[src/core/rx_pkg.sv]
// Constants shared by the oversampling receive front end and its testbench.
// Assumes a single core clock and an AXI4-Lite master for register access.
package rx_pkg;

    // -------------------------------------------------------------------
    // Register map (byte addresses) and bus answers
    // -------------------------------------------------------------------
    localparam logic [7:0] REG_DATA = 8'h00;
    localparam logic [7:0] REG_CTRL = 8'h04;
    localparam logic [7:0] REG_DIV = 8'h08;
    localparam logic [7:0] REG_STATUS = 8'h0C;
    localparam logic [7:0] REG_MASK = 8'h10;
    localparam logic [7:0] REG_STATE = 8'h14;
    localparam logic [1:0] RESP_OKAY = 2'h0;
    localparam logic [1:0] RESP_SLVERR = 2'h2;

    // -------------------------------------------------------------------
    // Field positions and reset values
    // -------------------------------------------------------------------
    localparam int CTL_EN = 0;
    localparam int CTL_SLEEP = 1;
    localparam int NUM_FLAGS = 6;
    localparam int FL_FULL = 0;
    localparam int FL_IDLE = 1;
    localparam int FL_OVR = 2;
    localparam int FL_NOISE = 3;
    localparam int FL_FE = 4;
    localparam int FL_BRK = 5;
    localparam logic [1:0] CTL_RESET = 2'h0;
    // Core clocks per oversample tick; 40 MHz / 21 / 16 is near 115200 Bd.
    localparam logic [15:0] DIV_RESET = 16'h0015;

    // -------------------------------------------------------------------
    // Oversample phases and frame counts
    // -------------------------------------------------------------------
    localparam logic [4:0] PH_FIRST = 5'h01;
    localparam logic [4:0] PH_V1 = 5'h03;
    localparam logic [4:0] PH_V2 = 5'h05;
    localparam logic [4:0] PH_V3 = 5'h07;
    localparam logic [4:0] PH_D1 = 5'h08;
    localparam logic [4:0] PH_D2 = 5'h09;
    localparam logic [4:0] PH_D3 = 5'h0A;
    localparam logic [4:0] PH_FORCE = 5'h0E;
    localparam logic [4:0] PH_LAST = 5'h10;
    localparam logic [3:0] BIT_FIRST = 4'h1;
    localparam logic [3:0] BIT_STOP = 4'h9;
    // One character time of ten bits, in oversample ticks.
    localparam logic [7:0] IDLE_TICKS = 8'hA0;

    typedef enum logic [1:0] {ST_HUNT, ST_START, ST_DATA, ST_TAIL} rx_state_e;

endpackage

[src/core/rx_tick_div.sv]
// Divider that turns the core clock into the sixteen-times oversample tick.
// Assumes the divisor comes from a register on the same clock.
`timescale 1ns/1ps
`default_nettype none
module rx_tick_div (
    input wire logic i_clk,
    input wire logic i_rstn,
    input wire logic i_run,
    input wire logic [15:0] i_divisor,
    output logic o_tick
);
    logic [15:0] cnt_r;

    // A divisor of zero or one gives a tick on every core clock.
    always_ff @(posedge i_clk or negedge i_rstn) begin
        if (!i_rstn) begin
            cnt_r <= 16'h0000;
            o_tick <= 1'b0;
        end else if (!i_run) begin
            cnt_r <= 16'h0000;
            o_tick <= 1'b0;
        end else if (cnt_r == 16'h0000) begin
            cnt_r <= (i_divisor == 16'h0000) ? 16'h0000 : i_divisor - 16'h0001;
            o_tick <= 1'b1;
        end else begin
            cnt_r <= cnt_r - 16'h0001;
            o_tick <= 1'b0;
        end
    end
endmodule
`default_nettype wire

[src/core/rx_front.sv]
// Oversampling receive front end with AXI4-Lite registers and interrupt.
// Assumes I_RXD is asynchronous to I_REF_CLK and idles high.
//
// The register addresses and register access over AXI4-Lite were left to the implementer.
`timescale 1ns/1ps
`default_nettype none
// Notes on behaviour
// Line is sampled at sixteen ticks per bit, phases numbered one to sixteen.
// Start-bit hunt begins when enabled and again after each ending stop bit.
// Start is tentative when a low sample follows three high samples.
// Phase is held at one while hunting, then advances one per sample.
// Two or more highs among phases 3, 5, 7 reject the start.
// Every bit is decided by majority of phase 8, 9, 10 samples.
// Any disagreeing sample in a bit time sets the working noise bit.
// An accepted start bit is always taken as zero.
// Character end loads the buffer, sets full, and noise if seen.
// Phase wraps sixteen to one, keeping misalignment until an edge realigns.
// A valid falling edge pattern inside a frame realigns the phase; the code does so only in data and stop bits, outside phases 8 to 10.
// Non-break framing error forces highs at phases 14, 15, 16 of stop.
// Framing error with all-zero data is a break; no highs are forced.
// Character ready while buffer full sets overrun, keeps old character.
// While sleep is set no receive status flag may become set.
// A low stop-bit majority flags a framing error with the full flag.
// The remote transmitter keeps its rate close enough for mid-bit samples.
module rx_front
    import rx_pkg::*;
(
    input wire logic I_REF_CLK,
    input wire logic I_RSTN,
    input wire logic I_RXD,
    input wire logic I_AWVALID,
    output logic O_AWREADY,
    input wire logic [7:0] I_AWADDR,
    input wire logic I_WVALID,
    output logic O_WREADY,
    input wire logic [31:0] I_WDATA,
    input wire logic [3:0] I_WSTRB,
    output logic O_BVALID,
    input wire logic I_BREADY,
    output logic [1:0] O_BRESP,
    input wire logic I_ARVALID,
    output logic O_ARREADY,
    input wire logic [7:0] I_ARADDR,
    output logic O_RVALID,
    input wire logic I_RREADY,
    output logic [31:0] O_RDATA,
    output logic [1:0] O_RRESP,
    output logic O_IRQ
);
    function automatic logic maj3(input logic a, b, c);
        return (a & b) | (a & c) | (b & c);
    endfunction

    function automatic logic split3(input logic a, b, c);
        return !((a == b) && (b == c));
    endfunction

    function automatic logic addr_ok(input logic [7:0] a);
        return (a == REG_DATA) || (a == REG_CTRL) || (a == REG_DIV) ||
               (a == REG_STATUS) || (a == REG_MASK) || (a == REG_STATE);
    endfunction

    logic [1:0] ctl_r;
    logic [15:0] div_r;
    logic [NUM_FLAGS-1:0] status_r, mask_r, flag_set, flag_clr;
    logic [7:0] rx_data_r, shift_r, shift_nxt;
    logic sync1_r, rx_s, tick;
    logic [15:0] hist_r;
    rx_state_e state_r, state_nxt;
    logic [4:0] phase_r, phase_nxt;
    logic [3:0] bit_idx_r, bit_idx_nxt;
    logic [1:0] ver_ones_r, ver_ones_nxt, ones_total;
    logic [1:0] smp_r, smp_nxt;
    logic noise_r, noise_nxt, force_one, bit_val;
    logic resync, xfer, stop_bad, brk;
    logic [9:0] win;
    logic [7:0] idle_cnt_r;
    logic busy_r;
    logic aw_held_r, w_held_r, wr_en;
    logic [7:0] aw_addr_r;
    logic [31:0] w_data_r, rd_c;
    logic [3:0] w_strb_r;

    // -------------------------------------------------------------------
    // Line synchroniser and oversample tick
    // -------------------------------------------------------------------
    always_ff @(posedge I_REF_CLK or negedge I_RSTN) begin
        if (!I_RSTN) begin
            sync1_r <= 1'b1;
            rx_s <= 1'b1;
        end else begin
            sync1_r <= I_RXD;
            rx_s <= sync1_r;
        end
    end

    rx_tick_div u_div (
        .i_clk(I_REF_CLK),
        .i_rstn(I_RSTN),
        .i_run(ctl_r[CTL_EN]),
        .i_divisor(div_r),
        .o_tick(tick)
    );

    // -------------------------------------------------------------------
    // Start hunt, bit sampling and framing
    // -------------------------------------------------------------------
    // Last ten samples with the current one; the current one is phase 7.
    assign win = {hist_r[8:0], rx_s};
    assign ones_total = ver_ones_r + {1'b0, rx_s};
    assign bit_val = maj3(smp_r[1], smp_r[0], rx_s);
    assign stop_bad = !bit_val;
    assign brk = stop_bad && (shift_r == 8'h00);
    assign xfer = tick && (state_r == ST_DATA) && (bit_idx_r == BIT_STOP) &&
                  (phase_r == PH_D3);
    // Realigning during phases 8 to 10 would vote one bit twice, so an
    // edge seen there is left for the ordinary wrap.
    assign resync = (state_r == ST_DATA) && win[9:7] == 3'h7 && !win[6] &&
                    ({1'b0, win[4]} + {1'b0, win[2]} + {1'b0, win[0]} <=
                     2'h1) && (phase_r < PH_D1 || phase_r > PH_D3);

    always_comb begin
        state_nxt = state_r;
        phase_nxt = (phase_r == PH_LAST) ? PH_FIRST : phase_r + 5'h01;
        bit_idx_nxt = bit_idx_r;
        ver_ones_nxt = ver_ones_r;
        smp_nxt = smp_r;
        noise_nxt = noise_r;
        shift_nxt = shift_r;
        force_one = 1'b0;
        if (phase_r == PH_D1) smp_nxt[1] = rx_s;
        if (phase_r == PH_D2) smp_nxt[0] = rx_s;
        case (state_r)
            ST_HUNT: begin
                phase_nxt = PH_FIRST;
                ver_ones_nxt = 2'h0;
                noise_nxt = 1'b0;
                bit_idx_nxt = 4'h0;
                if (hist_r[2:0] == 3'h7 && !rx_s) begin
                    state_nxt = ST_START;
                    phase_nxt = PH_FIRST + 5'h01;
                end
            end
            ST_START: begin
                if (phase_r == PH_V1 || phase_r == PH_V2) begin
                    ver_ones_nxt = ones_total;
                end
                if (phase_r == PH_V3) begin
                    if (ones_total >= 2'h2) begin
                        state_nxt = ST_HUNT;
                        phase_nxt = PH_FIRST;
                    end else if (ones_total != 2'h0) begin
                        noise_nxt = 1'b1;
                    end
                end
                // The start bit is zero whatever its mid samples say.
                if (phase_r == PH_D3 && (smp_r != 2'h0 || rx_s)) begin
                    noise_nxt = 1'b1;
                end
                if (phase_r == PH_LAST) begin
                    state_nxt = ST_DATA;
                    bit_idx_nxt = BIT_FIRST;
                end
            end
            ST_DATA: begin
                if (phase_r == PH_D3) begin
                    if (split3(smp_r[1], smp_r[0], rx_s)) noise_nxt = 1'b1;
                    if (bit_idx_r != BIT_STOP) begin
                        shift_nxt = {bit_val, shift_r[7:1]};
                    end else if (stop_bad && !brk) begin
                        state_nxt = ST_TAIL;
                    end else begin
                        state_nxt = ST_HUNT;
                        phase_nxt = PH_FIRST;
                    end
                end
                if (phase_r == PH_LAST) bit_idx_nxt = bit_idx_r + 4'h1;
                if (resync) begin
                    phase_nxt = PH_D1;
                    if (phase_r > PH_D3) bit_idx_nxt = bit_idx_r + 4'h1;
                end
            end
            ST_TAIL: begin
                force_one = (phase_r >= PH_FORCE);
                if (phase_r == PH_LAST) begin
                    state_nxt = ST_HUNT;
                    phase_nxt = PH_FIRST;
                end
            end
            default: state_nxt = ST_HUNT;
        endcase
    end

    always_ff @(posedge I_REF_CLK or negedge I_RSTN) begin
        if (!I_RSTN) begin
            state_r <= ST_HUNT;
            phase_r <= PH_FIRST;
            bit_idx_r <= 4'h0;
            ver_ones_r <= 2'h0;
            smp_r <= 2'h0;
            noise_r <= 1'b0;
            shift_r <= 8'h00;
            hist_r <= 16'h0000;
        end else if (!ctl_r[CTL_EN]) begin
            state_r <= ST_HUNT;
            phase_r <= PH_FIRST;
            hist_r <= 16'h0000;
        end else if (tick) begin
            state_r <= state_nxt;
            phase_r <= phase_nxt;
            bit_idx_r <= bit_idx_nxt;
            ver_ones_r <= ver_ones_nxt;
            smp_r <= smp_nxt;
            noise_r <= noise_nxt;
            shift_r <= shift_nxt;
            hist_r <= {hist_r[14:0], force_one | rx_s};
        end
    end

    // -------------------------------------------------------------------
    // Idle line detection
    // -------------------------------------------------------------------
    always_ff @(posedge I_REF_CLK or negedge I_RSTN) begin
        if (!I_RSTN) begin
            idle_cnt_r <= 8'h00;
            busy_r <= 1'b0;
        end else if (tick) begin
            if (!rx_s) begin
                idle_cnt_r <= 8'h00;
                busy_r <= 1'b1;
            end else if (idle_cnt_r == IDLE_TICKS - 8'h01) begin
                idle_cnt_r <= 8'h00;
                busy_r <= 1'b0;
            end else begin
                idle_cnt_r <= idle_cnt_r + 8'h01;
            end
        end
    end

    // -------------------------------------------------------------------
    // Status flags, buffer and interrupt
    // -------------------------------------------------------------------
    always_comb begin
        flag_set = '0;
        if (!ctl_r[CTL_SLEEP]) begin
            flag_set[FL_FULL] = xfer && !status_r[FL_FULL];
            flag_set[FL_OVR] = xfer && status_r[FL_FULL];
            flag_set[FL_NOISE] = flag_set[FL_FULL] && noise_nxt;
            flag_set[FL_FE] = flag_set[FL_FULL] && stop_bad;
            flag_set[FL_BRK] = flag_set[FL_FULL] && brk;
            flag_set[FL_IDLE] = tick && rx_s && busy_r &&
                                idle_cnt_r == IDLE_TICKS - 8'h01;
        end
    end

    assign flag_clr = (wr_en && aw_addr_r == REG_STATUS && w_strb_r[0]) ?
                      w_data_r[NUM_FLAGS-1:0] : '0;

    // A flag raised in the cycle it is cleared stays set.
    always_ff @(posedge I_REF_CLK or negedge I_RSTN) begin
        if (!I_RSTN) begin
            status_r <= '0;
            rx_data_r <= 8'h00;
            O_IRQ <= 1'b0;
        end else begin
            status_r <= (status_r & ~flag_clr) | flag_set;
            if (flag_set[FL_FULL]) rx_data_r <= shift_r;
            O_IRQ <= |(status_r & mask_r);
        end
    end

    // -------------------------------------------------------------------
    // AXI4-Lite slave
    // -------------------------------------------------------------------
    assign wr_en = aw_held_r && w_held_r;

    always_ff @(posedge I_REF_CLK or negedge I_RSTN) begin
        if (!I_RSTN) begin
            O_AWREADY <= 1'b1;
            O_WREADY <= 1'b1;
            O_BVALID <= 1'b0;
            O_BRESP <= RESP_OKAY;
            aw_held_r <= 1'b0;
            w_held_r <= 1'b0;
            aw_addr_r <= 8'h00;
            w_data_r <= 32'h00000000;
            w_strb_r <= 4'h0;
        end else begin
            if (O_AWREADY && I_AWVALID) begin
                aw_addr_r <= I_AWADDR;
                aw_held_r <= 1'b1;
                O_AWREADY <= 1'b0;
            end
            if (O_WREADY && I_WVALID) begin
                w_data_r <= I_WDATA;
                w_strb_r <= I_WSTRB;
                w_held_r <= 1'b1;
                O_WREADY <= 1'b0;
            end
            if (wr_en) begin
                aw_held_r <= 1'b0;
                w_held_r <= 1'b0;
                O_BVALID <= 1'b1;
                O_BRESP <= addr_ok(aw_addr_r) ? RESP_OKAY : RESP_SLVERR;
            end
            if (O_BVALID && I_BREADY) begin
                O_BVALID <= 1'b0;
                O_AWREADY <= 1'b1;
                O_WREADY <= 1'b1;
            end
        end
    end

    always_ff @(posedge I_REF_CLK or negedge I_RSTN) begin
        if (!I_RSTN) begin
            ctl_r <= CTL_RESET;
            div_r <= DIV_RESET;
            mask_r <= '0;
        end else if (wr_en) begin
            if (aw_addr_r == REG_CTRL && w_strb_r[0]) begin
                ctl_r <= w_data_r[1:0];
            end else if (aw_addr_r == REG_DIV) begin
                if (w_strb_r[0]) div_r[7:0] <= w_data_r[7:0];
                if (w_strb_r[1]) div_r[15:8] <= w_data_r[15:8];
            end else if (aw_addr_r == REG_MASK && w_strb_r[0]) begin
                mask_r <= w_data_r[NUM_FLAGS-1:0];
            end
        end
    end

    always_comb begin
        rd_c = 32'h00000000;
        if (I_ARADDR == REG_DATA) begin
            rd_c[7:0] = rx_data_r;
        end else if (I_ARADDR == REG_CTRL) begin
            rd_c[1:0] = ctl_r;
        end else if (I_ARADDR == REG_DIV) begin
            rd_c[15:0] = div_r;
        end else if (I_ARADDR == REG_STATUS) begin
            rd_c[NUM_FLAGS-1:0] = status_r;
        end else if (I_ARADDR == REG_MASK) begin
            rd_c[NUM_FLAGS-1:0] = mask_r;
        end else if (I_ARADDR == REG_STATE) begin
            rd_c[4:0] = phase_r;
            rd_c[9:8] = state_r;
            rd_c[15:12] = bit_idx_r;
            rd_c[16] = rx_s;
        end
    end

    always_ff @(posedge I_REF_CLK or negedge I_RSTN) begin
        if (!I_RSTN) begin
            O_ARREADY <= 1'b1;
            O_RVALID <= 1'b0;
            O_RDATA <= 32'h00000000;
            O_RRESP <= RESP_OKAY;
        end else if (O_ARREADY && I_ARVALID) begin
            O_ARREADY <= 1'b0;
            O_RVALID <= 1'b1;
            O_RDATA <= rd_c;
            O_RRESP <= addr_ok(I_ARADDR) ? RESP_OKAY : RESP_SLVERR;
        end else if (O_RVALID && I_RREADY) begin
            O_RVALID <= 1'b0;
            O_ARREADY <= 1'b1;
        end
    end
endmodule
`default_nettype wire

[config.mk]
export PLATFORM = sky130hd
export DESIGN_NAME = rx_front
export DESIGN_NICKNAME = d
export VERILOG_FILES = /design/src/core/rx_pkg.sv /design/src/core/rx_tick_div.sv /design/src/core/rx_front.sv
export SDC_FILE = /design/constraint.sdc
export NUM_CORES = 1
export LEC_CHECK = 0
export ABC_AREA = 1
export BUFFER_PORTS_ARGS = -buffer_cell sky130_fd_sc_hd__buf_2
export CORE_MARGIN = 2
export CORE_UTILIZATION = 35
export DETAILED_ROUTE_END_ITERATION = 12
export GPL_TIMING_DRIVEN = 0
export HOLD_SLACK_MARGIN = 0.08
export PLACE_DENSITY = 0.64
export SYNTH_ARGS = -nofsm -noshare
export SYNTH_HDL_FRONTEND = slang
export SYNTH_SLANG_ARGS = --single-unit
export TNS_END_PERCENT = 50
[constraint.sdc]
create_clock -name I_REF_CLK -period 2.8 [get_ports I_REF_CLK]
set_clock_uncertainty 0.1 [all_clocks]
set_input_delay 0.28 -clock I_REF_CLK [delete_from_list [all_inputs] [get_ports I_REF_CLK]]
set_output_delay 0.28 -clock I_REF_CLK [all_outputs]
set_load 0.01 [all_outputs]
==> Yosys cells after proc, flatten, opt, wreduce, memory -nomap -nowiden <==
Cells that the tools add are included.
{ "classes": {"n_eq_ne": 37, "addsub": 8, "order_cmp": 5, "reduce_logical": 77, "bitwise_logic": 12, "n_mux": 87} }
{ "op_table": {"columns": ["cell", "n"], "rows": [
  ["two-way mux 5 bit", 15],
  ["two-way mux 16 bit", 3],
  ["two-way mux 2 bit", 21],
  ["equality test 8 x 4 -> 1 bit, second input constant", 4],
  ["equality test 8 x 5 -> 1 bit, second input constant", 4],
  ["zero test 16 bit", 2],
  ["subtractor 16 x 1 -> 16 bit, second input constant", 2],
  ["logical AND 1 bit", 30],
  ["two-way mux 1 bit", 27],
  ["two-way mux 9 bit", 3],
  ["zero test 8 bit", 3],
  ["two-way mux 6 bit", 4],
  ["two-way mux 8 bit", 3],
  ["two-way mux 4 bit", 5],
  ["case mux 5 bit (4 select lines)", 1],
  ["AND reduction 4 bit", 5],
  ["nonzero test 2 bit", 9],
  ["equality test 8 x 3 -> 1 bit, second input constant", 2],
  ["equality test 5 x 4 -> 1 bit, second input constant", 3],
  ["two-way mux 15 bit", 1],
  ["logical OR 1 bit", 13],
  ["AND 6 bit", 2],
  ["inequality test 4 bit, second input constant", 3],
  ["case mux 4 bit (3 select lines)", 1],
  ["39 further kinds", 60]
]} }
{ "word_totals": {"regBits": 154, "inputBits": 60, "word_cells": 261} }

==> Logic depth before layout (Yosys ltp) <==
Gate-level depths: netlist of run 1.
{ "depth": {"depth_word": 14, "ltp_mapped": 14, "depth_no_buf": 14} }

==> Hierarchy <==
Synthesis of run 1 repeated with hierarchy kept, for this count alone.
{ "hier_totals": {"hier_cells": 1044, "hier_area_um2": 8165.3} }
{ "modules_own_cells": {"columns": ["module", "instances", "cells_per_inst", "area_each_um2"], "rows": [
  ["rx_front", 1, 800, 6602.6],
  ["rx_tick_div", 1, 244, 1562.7]
]} }

==> Worst setup path after synthesis of run 1 <==
No wires, ideal clock.
{ "synth_timing": {"path_kind": "register to register", "startpoint": "reg phase_r[0]", "endpoint": "reg bit_idx_r[2]", "setup_time_ns": 0.126, "stages_incl_launch_ff": 13, "period_less_slack_ns": 1.853, "path_slack_ns": 0.947, "arrival_time_ns": 1.627, "path_buffers": 0, "path_cell_list": "dfstp_2 inv_1 ha_1 nand2_1 inv_1 nand2_1 inv_1 o21ai_0 nand2_1 nand2_1 nand2_1 nand3_1 o21ai_0"} }
{ "synth_via": {"elab_chain_cells": 5} }
{ "synth_lines": {"columns": ["item", "line_no", "rtl"], "rows": [
  ["start: declaration", "rx_front.sv:70", "logic [4:0] phase_r, phase_nxt;"],
  ["start signal: assignment", "rx_front.sv:210", "phase_r <= phase_nxt;"],
  ["< comparator 5 x 4 -> 1 bit (tied with other cells)", "rx_front.sv:120", "2'h1) && (phase_r < PH_D1 || phase_r > PH_D3);"],
  ["logical OR 1 bit or two-way mux 4 bit (tied branches)", "rx_front.sv:120, rx_front.sv:177", null],
  ["logical AND 1 bit or two-way mux 4 bit (tied branches)", "rx_front.sv:120, rx_front.sv:180", null],
  ["two-way mux 4 bit", "rx_front.sv:178", "if (resync) begin"],
  ["case mux 4 bit (3 select lines)", "rx_front.sv:133", "case (state_r)"],
  ["end signal: assignment", "rx_front.sv:211", "bit_idx_r <= bit_idx_nxt;"],
  ["end: declaration", "rx_front.sv:71", "logic [3:0] bit_idx_r, bit_idx_nxt;"]
]} }
Several ways; a longest one is shown, not always the timed one.
A chain may end at the register's enable or synchronous reset.

==> Worst setup path after layout of run 1 <==
{ "layout_timing": {"startpoint": "reg rx_s", "endpoint": "reg phase_r[4]"} }
{ "layout_via": {"elab_chain_cells": 14} }
{ "layout_lines": {"columns": ["item", "line_no", "rtl"], "rows": [
  ["start: declaration", "rx_front.sv:67", "logic sync1_r, rx_s, tick;"],
  ["start signal: assignment", "rx_front.sv:93", "rx_s <= sync1_r;"],
  ["AND 1 bit", "rx_front.sv:51", "return (a & b) | (a & c) | (b & c);"],
  ["bitwise OR 1 bit (2 in series)", "rx_front.sv:51", null],
  ["zero test 1 bit", "rx_front.sv:112", "assign stop_bad = !bit_val;"],
  ["logical AND 1 bit", "rx_front.sv:113", "assign brk = stop_bad && (shift_r == 8'h00);"],
  ["zero test 1 bit", "rx_front.sv:170", "end else if (stop_bad && !brk) begin"],
  ["logical AND 1 bit", "rx_front.sv:170", null],
  ["two-way mux 5 bit", "rx_front.sv:170", null],
  ["two-way mux 5 bit", "rx_front.sv:168", "if (bit_idx_r != BIT_STOP) begin"],
  ["two-way mux 5 bit", "rx_front.sv:166", "if (phase_r == PH_D3) begin"],
  ["two-way mux 5 bit", "rx_front.sv:178", null],
  ["case mux 5 bit (4 select lines) *", "rx_front.sv:133", null],
  ["two-way mux 5 bit *", "rx_front.sv:208", "end else if (tick) begin"],
  ["two-way mux 5 bit *", "rx_front.sv:204", "end else if (!ctl_r[CTL_EN]) begin"]
]} }
Mark *: on every way between the ends. The rest lies on a longest branch, timed or not. The select of a mux whose other input is x is not followed.

==> impl_metrics.json, run 1 <==
{
  "max_slew.worst_pin.slew_ns": 0.706,
  "ant_nets": 0,
  "n_antenna_cell": 0,
  "status": "finished clean",
  "syn_inst": 1063,
  "worst_slack_ns": 0.585,
  "cts_buffers": 17,
  "rows": 56,
  "root_buffer": "clkbuf_16",
  "die_w_um": 157,
  "drive_above_1_share_pct": 14.4,
  "yosysSeqAreaShare_pct": 46.3,
  "port-buffer-count": 66,
  "grt_pass1_vias": 7035,
  "wl_per_cell_um": 14.2,
  "dp_hpwl_mm": 16.0,
  "vdd_drop_max_mv": 0.484,
  "cp_max_fo": 8,
  "gp_congestion": 0.945,
  "place_ws_ns": 0.589,
  "cp.arrival_ns": 2.41,
  "fill_cells": 2399,
  "synth_top_area_share_pct": 43.5,
  "track_usage_pct": 18.6,
  "yosysWarnings": 0,
  "maxSlewViolCount": 0,
  "grt_pass1_wl_mm": 36.4,
  "clockBufferDepth": 2,
  "cpPeakStageDelay_ns": 0.59,
  "drtPass1Iterations": 8,
  "antenna_found_initial": 0,
  "ctsHtreeMaxLevel": 4,
  "ctsResizeCount": 0,
  "finalHoldViolations": 0,
  "crit_type": "register to register",
  "drv_cap": 0,
  "relSlewSlack_pct": 52.9,
  "final_cells": 1531,
  "grt_max_degree": 100,
  "p_leak_nw": 4.99,
  "initial_core_util_pct": 35.4,
  "vias": 7386,
  "start_kind": "register",
  "cellPowerDensity_mw_per_mm2": 894,
  "clock_sinks": 152,
  "drt_iter0_markers": 601,
  "synth_top_area_cell": "dfrtp_1",
  "grt_overflow": 0,
  "routed_via_density": 4.82,
  "drc_errors": 0,
  "dp_cells": 1465,
  "path_cells": "buf_2 -> inv_1 -> o21ai_0 -> inv_1 -> nand3_1 -> nand3_1 -> nand2_1 -> nor2_1 -> nand2_1 -> o21ai_0",
  "ioPinCount": 102,
  "syn_to_final_growth_pct": 21.3,
  "hold_buffers": 34,
  "syn_avg_cell_area_um2": 7.75,
  "clk_latency_ns": 0.43,
  "cts_setup_buffers": 0,
  "synth.area.top_cells": "dfrtp_1 43%, nand2_1 13%, o21ai_0 6.4%, inv_1 6.2%, nand3_1 4.6%",
  "cts_tree": "yes",
  "fin_nets": 1277,
  "finalSetupViolCount": 0,
  "fp.dieH_um": 157,
  "finalCritPeriodShare_pct": 79.1,
  "netlist_area_mm2": 0.00824,
  "clock.fmax_ghz": 0.452,
  "die_area_mm2": 0.0248,
  "synth-seq-cells": 152,
  "hp-class": "register to register",
  "final.min_clock_period_ns": 2.21,
  "synth_cell_types": 47,
  "path_clk_slew_ns": 0.07,
  "core_mm2": 0.0233,
  "rsz0062_at_grt": "no",
  "worstPathRequired_ns": 3.00,
  "route.final.wire_length_mm": 21.8,
  "critPathCaptureType": "register",
  "crit_slowest_cell": "dfstp_2"
}
## layout make-up
type | instances | area, um2 | share of cell area (%)
repair buffers | 101 | 704 | 7.05
inverters | 140 | 526 | 5.26
plain buffers | 42 | 294 | 2.94
clock buffers | 17 | 425 | 4.26
multi-input cells | 745 | 3660 | 36.7
clock inverters | 15 | 163 | 1.63
flip-flops and latches | 152 | 3810 | 38.2
well taps | 319 | 399 | 4.00
## routing by layer
metal	share of wire [%]	GRT usage, %	up-vias
met5	0	0	-
met4	1.7	5.63	0
met3	4.6	3.11	26
met2	46	30.1	191
met1	48	25.7	3500
li1	-	-	3669
## Yosys cell counts (all sizes together)
| cell | instances |
|---|---|
| nor3b | 1 |
| or2 | 6 |
| inv | 138 |
| dfrtp | 143 |
| xor2 | 17 |
| a21oi | 39 |
| a221oi | 1 |
| buf | 32 |
| xnor2 | 4 |
| o41ai | 1 |
| and2 | 1 |
| nor2 | 98 |
| nand2 | 279 |
| clkbuf | 10 |
| nand3 | 78 |
| o22ai | 13 |
| a22oi | 1 |
| nand4 | 11 |
| ha | 18 |
| dfstp | 9 |
| nand3b | 2 |
| o2111ai | 1 |
| nor3 | 17 |
| o211ai | 1 |
| clkinv | 2 |
| nor2b | 1 |
| o21a | 2 |
| a31oi | 4 |
| conb | 1 |
| or3 | 1 |
| nor4 | 1 |
| o21ai | 126 |
| o31ai | 4 |
## flip-flops by register name, indices dropped and copies added, names as in the netlist, 2 cells and up
signal       cells
bit_idx_r        4
shift_r          8
aw_addr_r        8
w_data_r        16
mask_r           6
u_div.cnt_r     16
hist_r           9
div_r           16
smp_r            2
state_r          2
status_r         6
idle_cnt_r       8
ver_ones_r       2
ctl_r            2
w_strb_r         2
rx_data_r        8
O_RDATA         17
phase_r          5
## logic make-up after synthesis
logic type	count (synthesis)	share of synthesized area, %
other	1	0.0455
XOR/XNOR	21	2.23
buffers and inverters	182	9.95
AND/OR/NAND/NOR	496	25.6
flip-flops	152	46.3
AO/OA/AOI/OAI	193	13.1
adder cells (fa/ha/maj)	18	2.73
## path summary, 6_finish.rpt
path	to	slack, ns	cells after the start	startpoint
max	phase_r[4]	0.59	10	rx_s
min	rx_s	0.26	0	sync1_r
max reg2reg	phase_r[4]	0.59	10	rx_s
min reg2reg	rx_s	0.26	0	sync1_r
max in group asynchronous	O_WREADY	1.47	3	I_RSTN
min in group asynchronous	shift_r[6]	0.28	2	I_RSTN
## worst max-delay path: cells and delay by family (launching register included)
kind	cells	cell delay (ns)
buf+inv	3	0.57
flops	1	0.59
compound gates	2	0.29
simple gates	5	0.52
## placed cells by master (no fill, tap or decap), drive strengths merged, types with 2 or more instances in the layout
cell type and count:
dfstp 9, inv 146, xor2 17, o22ai 13, a21oi 39, nand3 78, xnor2 4, nand2 279
o31ai 4, dfrtp 143, or2 6, nor2 98, o21a 2, nand3b 2, dlygate4sd3 34, buf 99
a31oi 4, nor3 17, ha 18, clkinv 7, o21ai 126, conb 17, nand4 11, clkbuf 27
## stage by stage
stage | setup TNS [ns] | hold slack, ns | power, mW | utilization [%] | instance area, um2
finish | 0 | 0.257 | 8.93 | 42.9 | 9990
global route | 0 | 0.264 | 9.62 | 42.9 | 9990
CTS | 0 | 0.259 | 8.94 | 42.9 | 9990
detailed placement | 0 | 0.184 | 6.53 | 38.9 | 9060
global placement | -140.01 | 0.247 | 6.51 | 38.8 | 9020
floorplan | 0 | -0.116 | 5.47 | - | 8300
## power by group
part	internal (mW)	switching (mW)	leakage, nW
combinational	1.23	2.42	2.68
sequential	2.65	0.306	2.02
clock	1.27	1.06	0.288
No activity file was read; power rests on OpenSTA's default activity.
==> run 2: changes to the inputs <==
clock period = 2.3 ns   (was 2.8 ns; I/O delays follow)
==> run 2 against run 1 <==
Effect of this change:
- cell count rose by 0.20%
- total power rose by 22%
- largest power group unchanged
- hold slack got worse by 0.033 ns
- register-to-register slack got worse by 0.41 ns
- largest cell class unchanged
==> impl_metrics.json, run 2 (synthesis results as in run 1) <==
{
  "cts_buffers": 17,
  "utilization_pct": 43.1,
  "path_clk_slew_ns": 0.07,
  "clockBufferDepth": 2,
  "r2r_start": "phase_r[0]",
  "p_leak_nw": 5.00,
  "clock_sinks": 152,
  "dp_hpwl_mm": 16.0,
  "rsz0062_at_grt": "no",
  "worstPathRequired_ns": 2.50,
  "die_area_mm2": 0.0248,
  "startpoint": "phase_r[0]",
  "finalHoldViolations": 0,
  "swShare_pct": 42.5,
  "drtPass1Iterations": 5,
  "port-buffer-count": 66,
  "cts_tree": "yes",
  "ant_nets": 0,
  "dp_cells": 1465,
  "mostFrequentLayoutCell": "nand2_1",
  "status": "finished clean",
  "grt_pass1_wl_mm": 36.4,
  "initial_core_util_pct": 35.4,
  "critPathCaptureType": "register",
  "cp_common_cell": "nand2_1",
  "crit_slowest_cell": "dfstp_2",
  "gp_congestion": 0.945,
  "root_buffer": "clkbuf_16",
  "worst_slack_ns": 0.171,
  "wl_per_cell_um": 14.3,
  "vias": 7402,
  "p_int_mw": 6.26,
  "finalSetupTns_ns": 0,
  "drc_errors": 0,
  "antenna_found_initial": 0,
  "final_cells": 1534,
  "path_buf_inv": 0,
  "finalSetupViolCount": 0,
  "crit_type": "register to register",
  "cp_max_fo": 7,
  "share_seq_of_total_power_pct": 33.0,
  "clk_latency_ns": 0.43,
  "maxSlewViolCount": 0,
  "crit_family": "simple AND/OR/NAND/NOR gates",
  "drive_above_1_share_pct": 15.0,
  "relSlewSlack_pct": 53.3,
  "drv_cap": 0,
  "route.final.wire_length_mm": 21.9,
  "final.min_clock_period_ns": 2.13,
  "ioPinCount": 102,
  "rows": 56,
  "drt_iter0_markers": 502,
  "clock.fmax_ghz": 0.470,
  "core_mm2": 0.0233,
  "grt_pass1_vias": 7035,
  "p_comb_share_pct": 41.0,
  "die_w_um": 157,
  "fin_nets": 1280,
  "ctsHtreeMaxLevel": 4,
  "largest_register_ffs": 17,
  "n_antenna_cell": 0,
  "track_usage_pct": 18.6,
  "fp.dieH_um": 157,
  "routed_via_density": 4.83,
  "grt_max_degree": 100,
  "p_clk_share_pct": 26.0,
  "syn_to_final_growth_pct": 21.7,
  "start_kind": "register",
  "hp-class": "primary input to async pin",
  "fill_cells": 2398,
  "cp.arrival_ns": 2.33,
  "layout_common_cells": "274 x nand2_1, 143 x dfrtp_1, 133 x inv_1",
  "switching_power_mw": 4.63,
  "cellPowerDensity_mw_per_mm2": 1090,
  "grt_overflow": 0,
  "finalCritPeriodShare_pct": 92.6,
  "path_cells": "ha_1 -> nand2_1 -> nor2_1 -> nand3_1 -> nand2_1 -> nand3_1 -> nand2_1 -> nor2_1 -> nand2_1 -> o21ai_0",
  "top_register": "O_RDATA",
  "cpPeakStageDelay_ns": 0.64,
  "place_ws_ns": 0.0894,
  "vdd_drop_max_mv": 0.592,
  "max_slew.worst_pin.slew_ns": 0.701
}
run 2: cell types whose count changed in the layout (fill, tap and decap cells not counted), sizes merged:
cell,before,now
inv,146,145
buf,99,102
clkinvlp,1,2
run 2: per-layer routing:
metal  vias up  wire (um)  track usage, %
li1       3672          -               -
met1      3504      10400            25.7
met2       202      10100            30.1
met3        24       1060            3.11
met4         0        296            5.63
met5         -          0               0
run 2: area by class of cell:
cell class	instances	area (um2)	area share, %
Inverter	140	529	5.28
Sequential cell	152	3810	38.1
Timing Repair Buffer	105	734	7.33
Clock inverter	15	163	1.62
Tap cell	319	399	3.98
Clock buffer	17	425	4.24
Buffer	41	293	2.92
Multi-Input combinational cell	745	3660	36.6
run 2: worst paths after layout:
kind	endpoint	slack (ns)	cells after the start
hold reg to reg	rx_s	0.26	0
setup reg to reg	phase_r[4]	0.17	10
setup / recovery	phase_r[4]	0.17	10
max in group asynchronous	O_WREADY	1.01	3
min in group I_REF_CLK	rx_s	0.26	0
hold / removal	shift_r[6]	0.22	2
run 2: stage by stage:
step	hold slack [ns]	instance area [um2]	total power, mW
detailed placement	0.134	9060	7.96
global route	0.264	10000	11.7
finish	0.224	10000	10.9
CTS	0.240	9990	10.9
global placement	0.238	9020	7.92
floorplan	-0.166	8300	6.67
run 2: repair_timing:
| action | in CTS | in global routing |
|---|---|---|
| buffers inserted | 0 | 4 |
| hold buffers | 34 | 0 |
| setup endpoints to repair | 0 | 7 |
| gates resized for setup | 0 | 5 |
| endpoints found under the hold margin | 85 | 0 |
run 2: power groups by stage:
stage               combinational [mW]  sequential, mW  clock [mW]
finish                            4.47            3.60        2.83
global route                      5.08            3.66        2.98
CTS                               4.43            3.59        2.87
detailed placement                4.32            3.63           0
global placement                  4.30            3.63           0
floorplan                         3.08            3.58           0
